File: src/rtl/gstc_pkg.sv
// Package for the gated sixteen-bit timer/counter.
// Assumes a 32-bit Avalon-MM slave with word addressing by byte address = 4 * index.
package gstc_pkg;
	// ----------------------------------------
	// Register indices and address width
	// ----------------------------------------
	localparam logic [7:0] idx_core_irq_control = 8'h0b;
	localparam logic [7:0] idx_peripheral_flag = 8'h0c;
	localparam logic [7:0] idx_count_low = 8'h0e;
	localparam logic [7:0] idx_count_high = 8'h0f;
	localparam logic [7:0] idx_timer_control = 8'h10;
	localparam logic [7:0] idx_peripheral_enable = 8'h8c;
	localparam int addr_w = 10;

	// ----------------------------------------
	// Field positions and reset values
	// ----------------------------------------
	localparam int ctl_run = 0;
	localparam int ctl_source = 1;
	localparam int ctl_sync_dis = 2;
	localparam int ctl_lp_osc = 3;
	localparam int ctl_ps_lo = 4;
	localparam int ctl_gate_en = 6;
	localparam logic [7:0] ctl_mask = 8'h7f;
	localparam int flag_overflow = 0;
	localparam int ien_overflow = 0;
	localparam int core_global = 7;
	localparam int core_periph = 6;
	localparam logic [7:0] reg_reset = 8'h00;
	localparam logic [15:0] count_max = 16'hffff;
	localparam logic [1:0] instr_div_last = 2'h3;
	localparam logic [31:0] unmapped_read = 32'h00000000;

	typedef struct packed {
		logic gate_en;
		logic [1:0] prescale;
		logic lp_osc;
		logic sync_dis;
		logic source;
		logic run;
	} gstc_ctl_type;

	typedef enum logic [2:0] {
		st_idle = 3'b001,
		st_ack = 3'b010,
		st_done = 3'b100
	} gstc_bus_state_type;
endpackage

File: src/rtl/gstc_timer.sv
// Sixteen-bit gated timer/counter with Avalon-MM register access.
// Assumes ext_count_clock and gate_pin_n are synchronous to clk; unsync mode samples directly.
`timescale 1ns/1ns
module gstc_timer (
	// Clock and reset
	input wire logic clk,
	input wire logic rst,
	// Avalon-MM slave
	input wire logic [gstc_pkg::addr_w-1:0] avs_address,
	input wire logic avs_read,
	input wire logic avs_write,
	input wire logic [31:0] avs_writedata,
	input wire logic [3:0] avs_byteenable,
	output logic [31:0] avs_readdata,
	output logic avs_waitrequest,
	// Pins and system status
	input wire logic ext_count_clock,
	input wire logic crystal_clock,
	input wire logic gate_pin_n,
	input wire logic sleep_mode,
	input wire logic internal_oscillator,
	// Core signals
	output logic irq_to_core,
	output logic wake_request,
	output logic lp_osc_on
);
	// ----------------------------------------
	// Registers
	// ----------------------------------------
	gstc_pkg::gstc_ctl_type ctl_reg;
	logic [7:0] core_reg;
	logic overflow_flag_reg;
	logic overflow_irq_enable_reg;
	logic [15:0] count_reg;
	logic [2:0] presc_reg;
	logic [1:0] instr_div_reg;
	logic sync1_reg, sync2_reg, sync_prev_reg;
	logic raw_prev_reg;
	logic armed_reg;
	logic low_known_reg, high_known_reg;
	logic [31:0] rdata_reg;
	gstc_pkg::gstc_bus_state_type bus_state_reg, bus_state_next;

	// ----------------------------------------
	// Bus decode
	// ----------------------------------------
	function automatic logic hit(input logic [gstc_pkg::addr_w-1:0] a, input logic [7:0] idx);
		hit = (a == {idx, 2'b00});
	endfunction
	wire logic [gstc_pkg::addr_w-1:0] a = avs_address;
	wire logic do_wr = avs_write && (bus_state_reg == gstc_pkg::st_ack) && avs_byteenable[0];
	wire logic do_rd = avs_read && (bus_state_reg == gstc_pkg::st_idle);
	wire logic wr_low = do_wr && hit(a, gstc_pkg::idx_count_low);
	wire logic wr_high = do_wr && hit(a, gstc_pkg::idx_count_high);
	wire logic wr_ctl = do_wr && hit(a, gstc_pkg::idx_timer_control);
	wire logic wr_core = do_wr && hit(a, gstc_pkg::idx_core_irq_control);
	wire logic wr_flag = do_wr && hit(a, gstc_pkg::idx_peripheral_flag);
	wire logic wr_ien = do_wr && hit(a, gstc_pkg::idx_peripheral_enable);
	wire logic [7:0] wbyte = avs_writedata[7:0];

	// One wait cycle for an access that starts in st_idle, two for one that starts in st_done; answer in st_ack
	always_comb begin
		bus_state_next = bus_state_reg;
		unique case (bus_state_reg)
			gstc_pkg::st_idle: if (avs_read || avs_write) bus_state_next = gstc_pkg::st_ack;
			gstc_pkg::st_ack: bus_state_next = gstc_pkg::st_done;
			gstc_pkg::st_done: bus_state_next = gstc_pkg::st_idle;
		endcase
	end
	assign avs_waitrequest = (avs_read || avs_write) && (bus_state_reg != gstc_pkg::st_ack);
	assign avs_readdata = rdata_reg;

	// ----------------------------------------
	// Clock source selection
	// ----------------------------------------
	// Crystal used only when the internal oscillator without clock output runs
	assign lp_osc_on = ctl_reg.lp_osc && internal_oscillator;
	wire logic ext_raw = lp_osc_on ? crystal_clock : ext_count_clock;
	wire logic async_mode = ctl_reg.source && ctl_reg.sync_dis;
	// Synchronised path stalls while the core clock sleeps
	wire logic sys_running = !sleep_mode || async_mode;
	wire logic sync_rise = sync2_reg && !sync_prev_reg;
	wire logic raw_rise = ext_raw && !raw_prev_reg;
	wire logic ext_rise = ctl_reg.sync_dis ? raw_rise : sync_rise;
	wire logic ext_level = ctl_reg.sync_dis ? ext_raw : sync2_reg;
	wire logic instr_tick = (instr_div_reg == gstc_pkg::instr_div_last);
	wire logic src_tick = ctl_reg.source ? (ext_rise && armed_reg) : instr_tick;
	wire logic gate_ok = !ctl_reg.gate_en || !gate_pin_n;
	wire logic count_en = ctl_reg.run && gate_ok && sys_running;

	// ----------------------------------------
	// Prescaler and count
	// ----------------------------------------
	wire logic [2:0] presc_last = 3'((1 << ctl_reg.prescale) - 1);
	wire logic presc_tick = count_en && src_tick && (presc_reg == presc_last);
	wire logic rollover = presc_tick && (count_reg == gstc_pkg::count_max);

	always_ff @(posedge clk) begin
		if (rst) begin
			instr_div_reg <= 2'h0;
			presc_reg <= 3'h0;
		end else begin
			instr_div_reg <= 2'(instr_div_reg + 2'h1);
			if (wr_low || wr_high) begin
				presc_reg <= 3'h0;
			end else if (count_en && src_tick) begin
				presc_reg <= presc_tick ? 3'h0 : 3'(presc_reg + 3'h1);
			end
		end
	end

	// Count has no reset; software write wins over an increment
	always_ff @(posedge clk) begin
		if (wr_low) begin
			count_reg[7:0] <= wbyte;
		end else if (wr_high) begin
			count_reg[15:8] <= wbyte;
		end else if (presc_tick) begin
			count_reg <= 16'(count_reg + 16'h1);
		end
	end

	// External edge tracking; arming needs a low level first
	always_ff @(posedge clk) begin
		if (rst) begin
			sync1_reg <= 1'b0;
			sync2_reg <= 1'b0;
			sync_prev_reg <= 1'b0;
			raw_prev_reg <= 1'b0;
			armed_reg <= 1'b0;
		end else begin
			if (sys_running) begin
				sync1_reg <= ext_raw;
				sync2_reg <= sync1_reg;
				sync_prev_reg <= sync2_reg;
			end
			raw_prev_reg <= ext_raw;
			if (wr_ctl) begin
				armed_reg <= 1'b0;
			end else if (!ext_level && sys_running) begin
				armed_reg <= 1'b1;
			end
		end
	end

	// Count has no reset, so checks on it wait until both bytes were written
	always_ff @(posedge clk) begin
		if (rst) begin
			low_known_reg <= 1'b0;
			high_known_reg <= 1'b0;
		end else begin
			if (wr_low) low_known_reg <= 1'b1;
			if (wr_high) high_known_reg <= 1'b1;
		end
	end
	wire logic count_known = low_known_reg && high_known_reg;

	// ----------------------------------------
	// Control and interrupt registers
	// ----------------------------------------
	always_ff @(posedge clk) begin
		if (rst) begin
			ctl_reg <= gstc_pkg::reg_reset[6:0];
			core_reg <= gstc_pkg::reg_reset;
			overflow_flag_reg <= 1'b0;
			overflow_irq_enable_reg <= 1'b0;
		end else begin
			if (wr_ctl) ctl_reg <= wbyte[6:0];
			if (wr_core) core_reg <= wbyte;
			if (wr_ien) overflow_irq_enable_reg <= wbyte[gstc_pkg::ien_overflow];
			// Set wins over a clear in the same cycle
			if (rollover) begin
				overflow_flag_reg <= 1'b1;
			end else if (wr_flag) begin
				overflow_flag_reg <= wbyte[gstc_pkg::flag_overflow];
			end
		end
	end

	wire logic irq_armed = overflow_flag_reg && overflow_irq_enable_reg
		&& core_reg[gstc_pkg::core_periph];
	assign irq_to_core = irq_armed && core_reg[gstc_pkg::core_global];
	assign wake_request = irq_armed && ctl_reg.run;

	// ----------------------------------------
	// Read data
	// ----------------------------------------
	// Count sampled on the clk edge; each byte is read in its own access, so the pair can tear
	wire logic [7:0] rd_byte =
		hit(a, gstc_pkg::idx_count_low) ? count_reg[7:0] :
		hit(a, gstc_pkg::idx_count_high) ? count_reg[15:8] :
		hit(a, gstc_pkg::idx_timer_control) ? {1'b0, ctl_reg} :
		hit(a, gstc_pkg::idx_core_irq_control) ? core_reg :
		hit(a, gstc_pkg::idx_peripheral_flag) ? {7'h00, overflow_flag_reg} :
		hit(a, gstc_pkg::idx_peripheral_enable) ? {7'h00, overflow_irq_enable_reg} :
		gstc_pkg::unmapped_read[7:0];

	always_ff @(posedge clk) begin
		if (rst) begin
			bus_state_reg <= gstc_pkg::st_idle;
			rdata_reg <= gstc_pkg::unmapped_read;
		end else begin
			bus_state_reg <= bus_state_next;
			if (do_rd) rdata_reg <= {24'h000000, rd_byte};
		end
	end

	// ----------------------------------------
	// Checks
	// ----------------------------------------
	chk_roll_to_zero: assert property (@(posedge clk) disable iff (rst)
		rollover && count_known && !wr_low && !wr_high
		|=> count_reg == 16'h0000 && overflow_flag_reg)
		else $error("count did not roll over to zero with flag");
	chk_hold_stopped: assert property (@(posedge clk) disable iff (rst)
		!ctl_reg.run && count_known && !wr_low && !wr_high |=> $stable(count_reg))
		else $error("count changed while stopped");
	chk_flag_sticky: assert property (@(posedge clk) disable iff (rst)
		overflow_flag_reg && !wr_flag |=> overflow_flag_reg)
		else $error("overflow flag cleared by hardware");
	chk_irq_gating: assert property (@(posedge clk) disable iff (rst)
		irq_to_core |-> overflow_irq_enable_reg && core_reg[gstc_pkg::core_periph]
		&& core_reg[gstc_pkg::core_global])
		else $error("interrupt raised without all enables");
	chk_presc_clear: assert property (@(posedge clk) disable iff (rst)
		wr_low || wr_high |=> presc_reg == 3'h0)
		else $error("prescaler not cleared by count write");
	chk_gate_block: assert property (@(posedge clk) disable iff (rst)
		ctl_reg.gate_en && gate_pin_n && count_known && !wr_low && !wr_high
		|=> $stable(count_reg))
		else $error("count advanced while gated off");
	chk_instr_rate: assert property (@(posedge clk) disable iff (rst)
		count_en && !ctl_reg.source && ctl_reg.prescale == 2'h0 && instr_tick
		&& count_known && !wr_low && !wr_high |=> count_reg == 16'($past(count_reg) + 16'h1))
		else $error("timer missed an instruction tick");
	chk_ctl_top_zero: assert property (@(posedge clk) disable iff (rst)
		do_rd && hit(a, gstc_pkg::idx_timer_control) |=> rdata_reg[7] == 1'b0)
		else $error("control bit 7 read as one");
	chk_arm_first: assert property (@(posedge clk) disable iff (rst)
		wr_ctl |=> !armed_reg)
		else $error("edge arming not cleared on setup");
	chk_sleep_sync: assert property (@(posedge clk) disable iff (rst)
		sleep_mode && !async_mode && count_known && !wr_low && !wr_high
		|=> $stable(count_reg))
		else $error("synchronised count ran in sleep");
	chk_tick_adds_one: assert property (@(posedge clk) disable iff (rst)
		presc_tick && count_known && !wr_low && !wr_high
		|=> count_reg == 16'($past(count_reg) + 16'h1))
		else $error("count did not advance by one on a tick");
	chk_flag_set: assert property (@(posedge clk) disable iff (rst)
		rollover |=> overflow_flag_reg)
		else $error("rollover did not set the flag");
	chk_unarmed_still: assert property (@(posedge clk) disable iff (rst)
		ctl_reg.source && !armed_reg |-> !src_tick)
		else $error("counted an edge before arming");
	chk_int_source: assert property (@(posedge clk) disable iff (rst)
		!ctl_reg.source |-> src_tick == instr_tick)
		else $error("internal source not on instruction tick");
	chk_ext_source: assert property (@(posedge clk) disable iff (rst)
		ctl_reg.source && src_tick |-> ext_rise)
		else $error("external count without a rising edge");
	chk_lp_osc_gate: assert property (@(posedge clk) disable iff (rst)
		lp_osc_on |-> internal_oscillator && ctl_reg.lp_osc)
		else $error("crystal enabled without internal oscillator");
	chk_wake_needs: assert property (@(posedge clk) disable iff (rst)
		wake_request |-> ctl_reg.run && overflow_irq_enable_reg
		&& core_reg[gstc_pkg::core_periph] && overflow_flag_reg)
		else $error("wake raised without all enables");
	chk_wake_on_flag: assert property (@(posedge clk) disable iff (rst)
		overflow_flag_reg && ctl_reg.run && overflow_irq_enable_reg
		&& core_reg[gstc_pkg::core_periph] |-> wake_request)
		else $error("wake missing on enabled overflow");
	chk_irq_on_flag: assert property (@(posedge clk) disable iff (rst)
		overflow_flag_reg && overflow_irq_enable_reg && core_reg[gstc_pkg::core_periph]
		&& core_reg[gstc_pkg::core_global] |-> irq_to_core)
		else $error("interrupt missing with all enables set");
	chk_off_no_count: assert property (@(posedge clk) disable iff (rst)
		!ctl_reg.run |-> !count_en)
		else $error("count enabled while timer off");
	chk_gate_open: assert property (@(posedge clk) disable iff (rst)
		ctl_reg.run && !ctl_reg.gate_en && sys_running |-> count_en)
		else $error("ungated timer not enabled");
	chk_async_sleep: assert property (@(posedge clk) disable iff (rst)
		sleep_mode && async_mode && ctl_reg.run && gate_ok |-> count_en)
		else $error("asynchronous counter stopped in sleep");
	chk_low_write: assert property (@(posedge clk) disable iff (rst)
		wr_low |=> count_reg[7:0] == $past(wbyte))
		else $error("low count byte not written");
	chk_high_write: assert property (@(posedge clk) disable iff (rst)
		wr_high |=> count_reg[15:8] == $past(wbyte))
		else $error("high count byte not written");
	chk_ctl_write: assert property (@(posedge clk) disable iff (rst)
		wr_ctl |=> ctl_reg == $past(wbyte[6:0]))
		else $error("control write not stored");
	chk_flag_write: assert property (@(posedge clk) disable iff (rst)
		wr_flag && !rollover |=> overflow_flag_reg == $past(wbyte[gstc_pkg::flag_overflow]))
		else $error("flag write not stored");
	chk_read_top_zero: assert property (@(posedge clk) disable iff (rst)
		rdata_reg[31:8] == 24'h000000)
		else $error("read data upper bits not zero");
	chk_wait_first: assert property (@(posedge clk) disable iff (rst)
		(avs_read || avs_write) && bus_state_reg == gstc_pkg::st_idle |-> avs_waitrequest)
		else $error("no wait cycle on a new request");
	chk_answer_next: assert property (@(posedge clk) disable iff (rst)
		bus_state_reg == gstc_pkg::st_idle && (avs_read || avs_write)
		|=> bus_state_reg == gstc_pkg::st_ack)
		else $error("request not answered in next cycle");
	chk_idle_no_wait: assert property (@(posedge clk) disable iff (rst)
		!avs_read && !avs_write |-> !avs_waitrequest)
		else $error("waitrequest raised with no request");
	chk_async_direct: assert property (@(posedge clk) disable iff (rst)
		ctl_reg.source && ctl_reg.sync_dis |-> ext_rise == raw_rise)
		else $error("unsynchronised mode used the synchroniser");
	chk_sync_path: assert property (@(posedge clk) disable iff (rst)
		ctl_reg.source && !ctl_reg.sync_dis |-> ext_rise == sync_rise)
		else $error("synchronised mode bypassed the synchroniser");
endmodule // gstc_timer
File: config.mk
export PLATFORM = sky130hd
export DESIGN_NAME = gstc_timer
export DESIGN_NICKNAME = d
export VERILOG_FILES = /design/src/rtl/gstc_pkg.sv /design/src/rtl/gstc_timer.sv
export SDC_FILE = /design/constraint.sdc
export NUM_CORES = 1
export LEC_CHECK = 0
export BUFFER_PORTS_ARGS = -buffer_cell sky130_fd_sc_hd__buf_2
export CORE_MARGIN = 5
export CORE_UTILIZATION = 56
export DETAILED_ROUTE_END_ITERATION = 12
export PLACE_DENSITY_LB_ADDON = 0.08
export SYNTH_ARGS = -nofsm -noshare
export SYNTH_HDL_FRONTEND = slang
export SYNTH_SLANG_ARGS = --single-unit
File: constraint.sdc
create_clock -name clk -period 3.65 [get_ports clk]
set_input_delay 0.5475 -clock clk [delete_from_list [all_inputs] [get_ports clk]]
set_output_delay 0.5475 -clock clk [all_outputs]
set_load 0.05 [all_outputs]
==> results.sh <==
export IMPL_status="complete, no violations"
export IMPL_drive_gt1_share_pct=16.6
export IMPL_postCtsHoldBufs=0
export IMPL_syn_to_final_growth_pct=5.50
export IMPL_worstSetupStartpoint="avs_address[4]"
export IMPL_dominantRegCellSynth="dfxtp_1"
export IMPL_synthSimpleGateAreaFrac_pct=26.6
export IMPL_rrSetupSlack_ps=1500
export IMPL_r2r_start="bus_state_reg[1]"
export IMPL_peakVddDrop_uv=152
export IMPL_post_route_period_util_pct=62.2
export IMPL_gp_congestion=0.841
export IMPL_path_cells="buf_2 > and3b_1 > and3_1 > nand3_2 > nand3_1 > nand2_1"
export IMPL_post_route_util_pct=60.6
export IMPL_synth_most_common_cell="nand2_1"
export IMPL_synthDistinctLibCells=58
export IMPL_routed_wirelength_um=7440
export IMPL_cts_tree="done"
export IMPL_vias=2604
export IMPL_synth_top_family_by_area="simple AND/OR/NAND/NOR gates"
export IMPL_nets=455
export IMPL_synthXorXnorAreaFrac_pct=4.16
export IMPL_synthArstFlopShare_pct=0
export IMPL_relSlewSlack_pct=55.3
export IMPL_hpwl_um=5530
export IMPL_die_w_um=85.1
export IMPL_setup_viol=0
export IMPL_grt_max_degree=36
export IMPL_rows=27
export IMPL_start_util_pct=57.4
export IMPL_cp_depth=6
export IMPL_worst_pin_slew_ps=670
export IMPL_synth_seq_cells=54
export IMPL_grt_pass1_vias=2352
export IMPL_die_y_um=85.1
export IMPL_clk_path_buf_depth=2
export IMPL_largest_reg_flops=16
export IMPL_synth_compound_area_share_pct=16.7
export IMPL_first_iter_violations=184
export IMPL_postCtsSetupBuffers=0
export IMPL_synth_area_um2=3160
export IMPL_drv_cap=0
export IMPL_hold_viol=0
export IMPL_whs_ps=426
export IMPL_tritoncts_num_buffers=5
export IMPL_cp_slowest_cell="and3_1"
export IMPL_power_density_nw_per_um2=340
export IMPL_cts_resized=0
export IMPL_drv_slew=0
export IMPL_end_kind="flip-flop"
export IMPL_syn_avg_cell_area_um2=8.61
export IMPL_yosysSeqAreaShare_pct=39.3
export IMPL_hp_class="reg2reg"
export IMPL_worstRegToRegCells=6
export IMPL_avgRoutedWirePerCell_um=15.8
export IMPL_cp_endpoint="count_reg[5]"
export IMPL_dieArea_um2=7250
export IMPL_rsz0062_at_grt="no"
export IMPL_yosys_area_top_type="dfxtp_1"
export IMPL_root_buffer="clkbuf_8"
export IMPL_synthAdderAreaFrac_pct=1.19
export IMPL_path_max_fanout=18
export IMPL_grt_pass1_wl_um=12100
export IMPL_p_leak_nw=1.25
export IMPL_cp_slowest_stage_delay_ps=410
export IMPL_finalSetupTns_ps=0
export IMPL_clock_sinks=54
export IMPL_path_buf_inv=1
export IMPL_fillers=532
export IMPL_h_tree_depth=2
export IMPL_portBuffers=39
export IMPL_antenna_found_initial=0
export IMPL_synth_area_mux_share_pct=1.90
export IMPL_reg2reg_to="count_reg[5]"
export IMPL_post_route_drc_count=0
export IMPL_io_pins=91
export IMPL_synth_edf_count=16
export IMPL_via_per_inst=5.54
export IMPL_first_pass_iters=4
export IMPL_cp_arrival_ps=2260
export IMPL_grt_usage_pct=21.0
export IMPL_grt_ovfl_total=0
export IMPL_critPathRequiredTime_ps=3640
export IMPL_cp_top_family="simple AND/OR/NAND/NOR gates"
export IMPL_yosys_top_cells_count="nand2_1 (60), nor2_1 (41), dfxtp_1 (38)"
export IMPL_num_antenna_cells=0
export IMPL_fin_crit_ps=2270
export IMPL_clk_latency_ps=310
export IMPL_critPathLaunchType="input port"
export IMPL_antenna_left=0
export IMPL_cts_reportedPaths_clkPinSlew_ps=100
export IMPL_skew_ps=5.24
export IMPL_core_um2=5510
export IMPL_critPathKind="in2reg"
export IMPL_fmax_mhz=441
export IMPL_yosys_top_cells_area="dfxtp_1 (24%), edfxtp_1 (15%), buf_4 (7.4%), nand2_1 (7.1%), a21oi_1 (5.2%)"
export IMPL_synth_top_area_share_pct=24.1
export IMPL_final_cells=470
export IMPL_dp_cells=462
export IMPL_ys_warn_count=0
export IMPL_synth_cells=367
-- cells by family after synthesis --
family / Yosys count
AND/OR/NAND/NOR: 165
AO/OA/AOI/OAI: 77
flip-flops: 54
buffers and inverters: 46
XOR/XNOR: 15
multiplexers: 6
adder cells (fa/ha/maj): 3
other: 1
-- layer usage --
layer / vias to the layer above / global-route usage [%] / part of all wire (%) / wire [µm]
met2: 94 / 33.6 / 47 / 3510
met4: 0 / 5.18 / 1.3 / 97
met1: 1194 / 29.3 / 45 / 3360
li1: 1308 / - / - / -
met5: - / 0 / 0 / 0
met3: 8 / 3.69 / 6.3 / 471
-- area by class of cell --
type                    count  area, µm²  area share, %
clock buffers               5       68.8           2.06
multi-input cells         290       1690           50.7
well taps                  72       90.1           2.70
flip-flops and latches     54       1240           37.2
inverters                   5       18.8          0.563
clock inverters             3       16.3          0.488
repair buffers             41        210           6.30
-- how the worst min path moves through the flow --
stage,startpoint,endpoint,slack (ps),cells after the start
after detailed placement,instr_div_reg[0],instr_div_reg[0],420,1
after global placement,instr_div_reg[0],instr_div_reg[0],410,1
final,instr_div_reg[0],instr_div_reg[0],430,1
after CTS,instr_div_reg[0],instr_div_reg[0],440,1
after global routing,core_reg[0],core_reg[0],480,2
after floorplan,instr_div_reg[0],instr_div_reg[0],400,1
-- power breakdown --
part / switching (mW) / total [mW] / leakage [nW] / internal, mW
clock network: 0.199 / 0.331 / 0.0416 / 0.132
logic: 0.131 / 0.168 / 0.805 / 0.0371
registers: 0.00745 / 0.634 / 0.405 / 0.626
-- worst register-to-register path: cells and delay by family (launching register included) --
kind,cells,cell delay (ps)
simple gates,5,1250
buf+inv,1,220
flops,1,370
-- per-stage QoR --
step                setup WS [ps]  power [mW]  cell area [µm²]
floorplan                    1380       0.793             3250
global placement             1050       0.813             3250
detailed placement           1050       0.815             3250
CTS                          1380        1.14             3330
global route                 1200        1.19             3330
finish                       1380        1.13             3330
-- cell usage in the layout, fill, tap and decap left out, types with 2 or more instances in the layout --
cell type	instances
or3_1	2
a211oi_1	5
conb_1	24
mux2i_1	6
xor2_1	10
a22oi_1	4
nand2b_1	2
nor3_4	2
edfxtp_1	16
clkbuf_8	5
nor2b_1	5
nand3_1	17
o2111ai_1	2
o2bb2ai_2	2
nor3b_2	2
a211oi_2	2
o2bb2ai_1	3
dfxtp_1	38
a21boi_0	3
nor3_1	5
inv_1	5
buf_2	39
a21o_1	3
o22ai_1	2
and3_1	5
nand4_1	9
buf_4	2
o21ai_0	7
and4b_1	2
a22oi_2	2
a21oi_1	33
and4_1	3
nand2_1	60
xnor2_1	5
nor2_1	41
ha_1	3
Note: power is estimated with default switching activity, not from simulation.
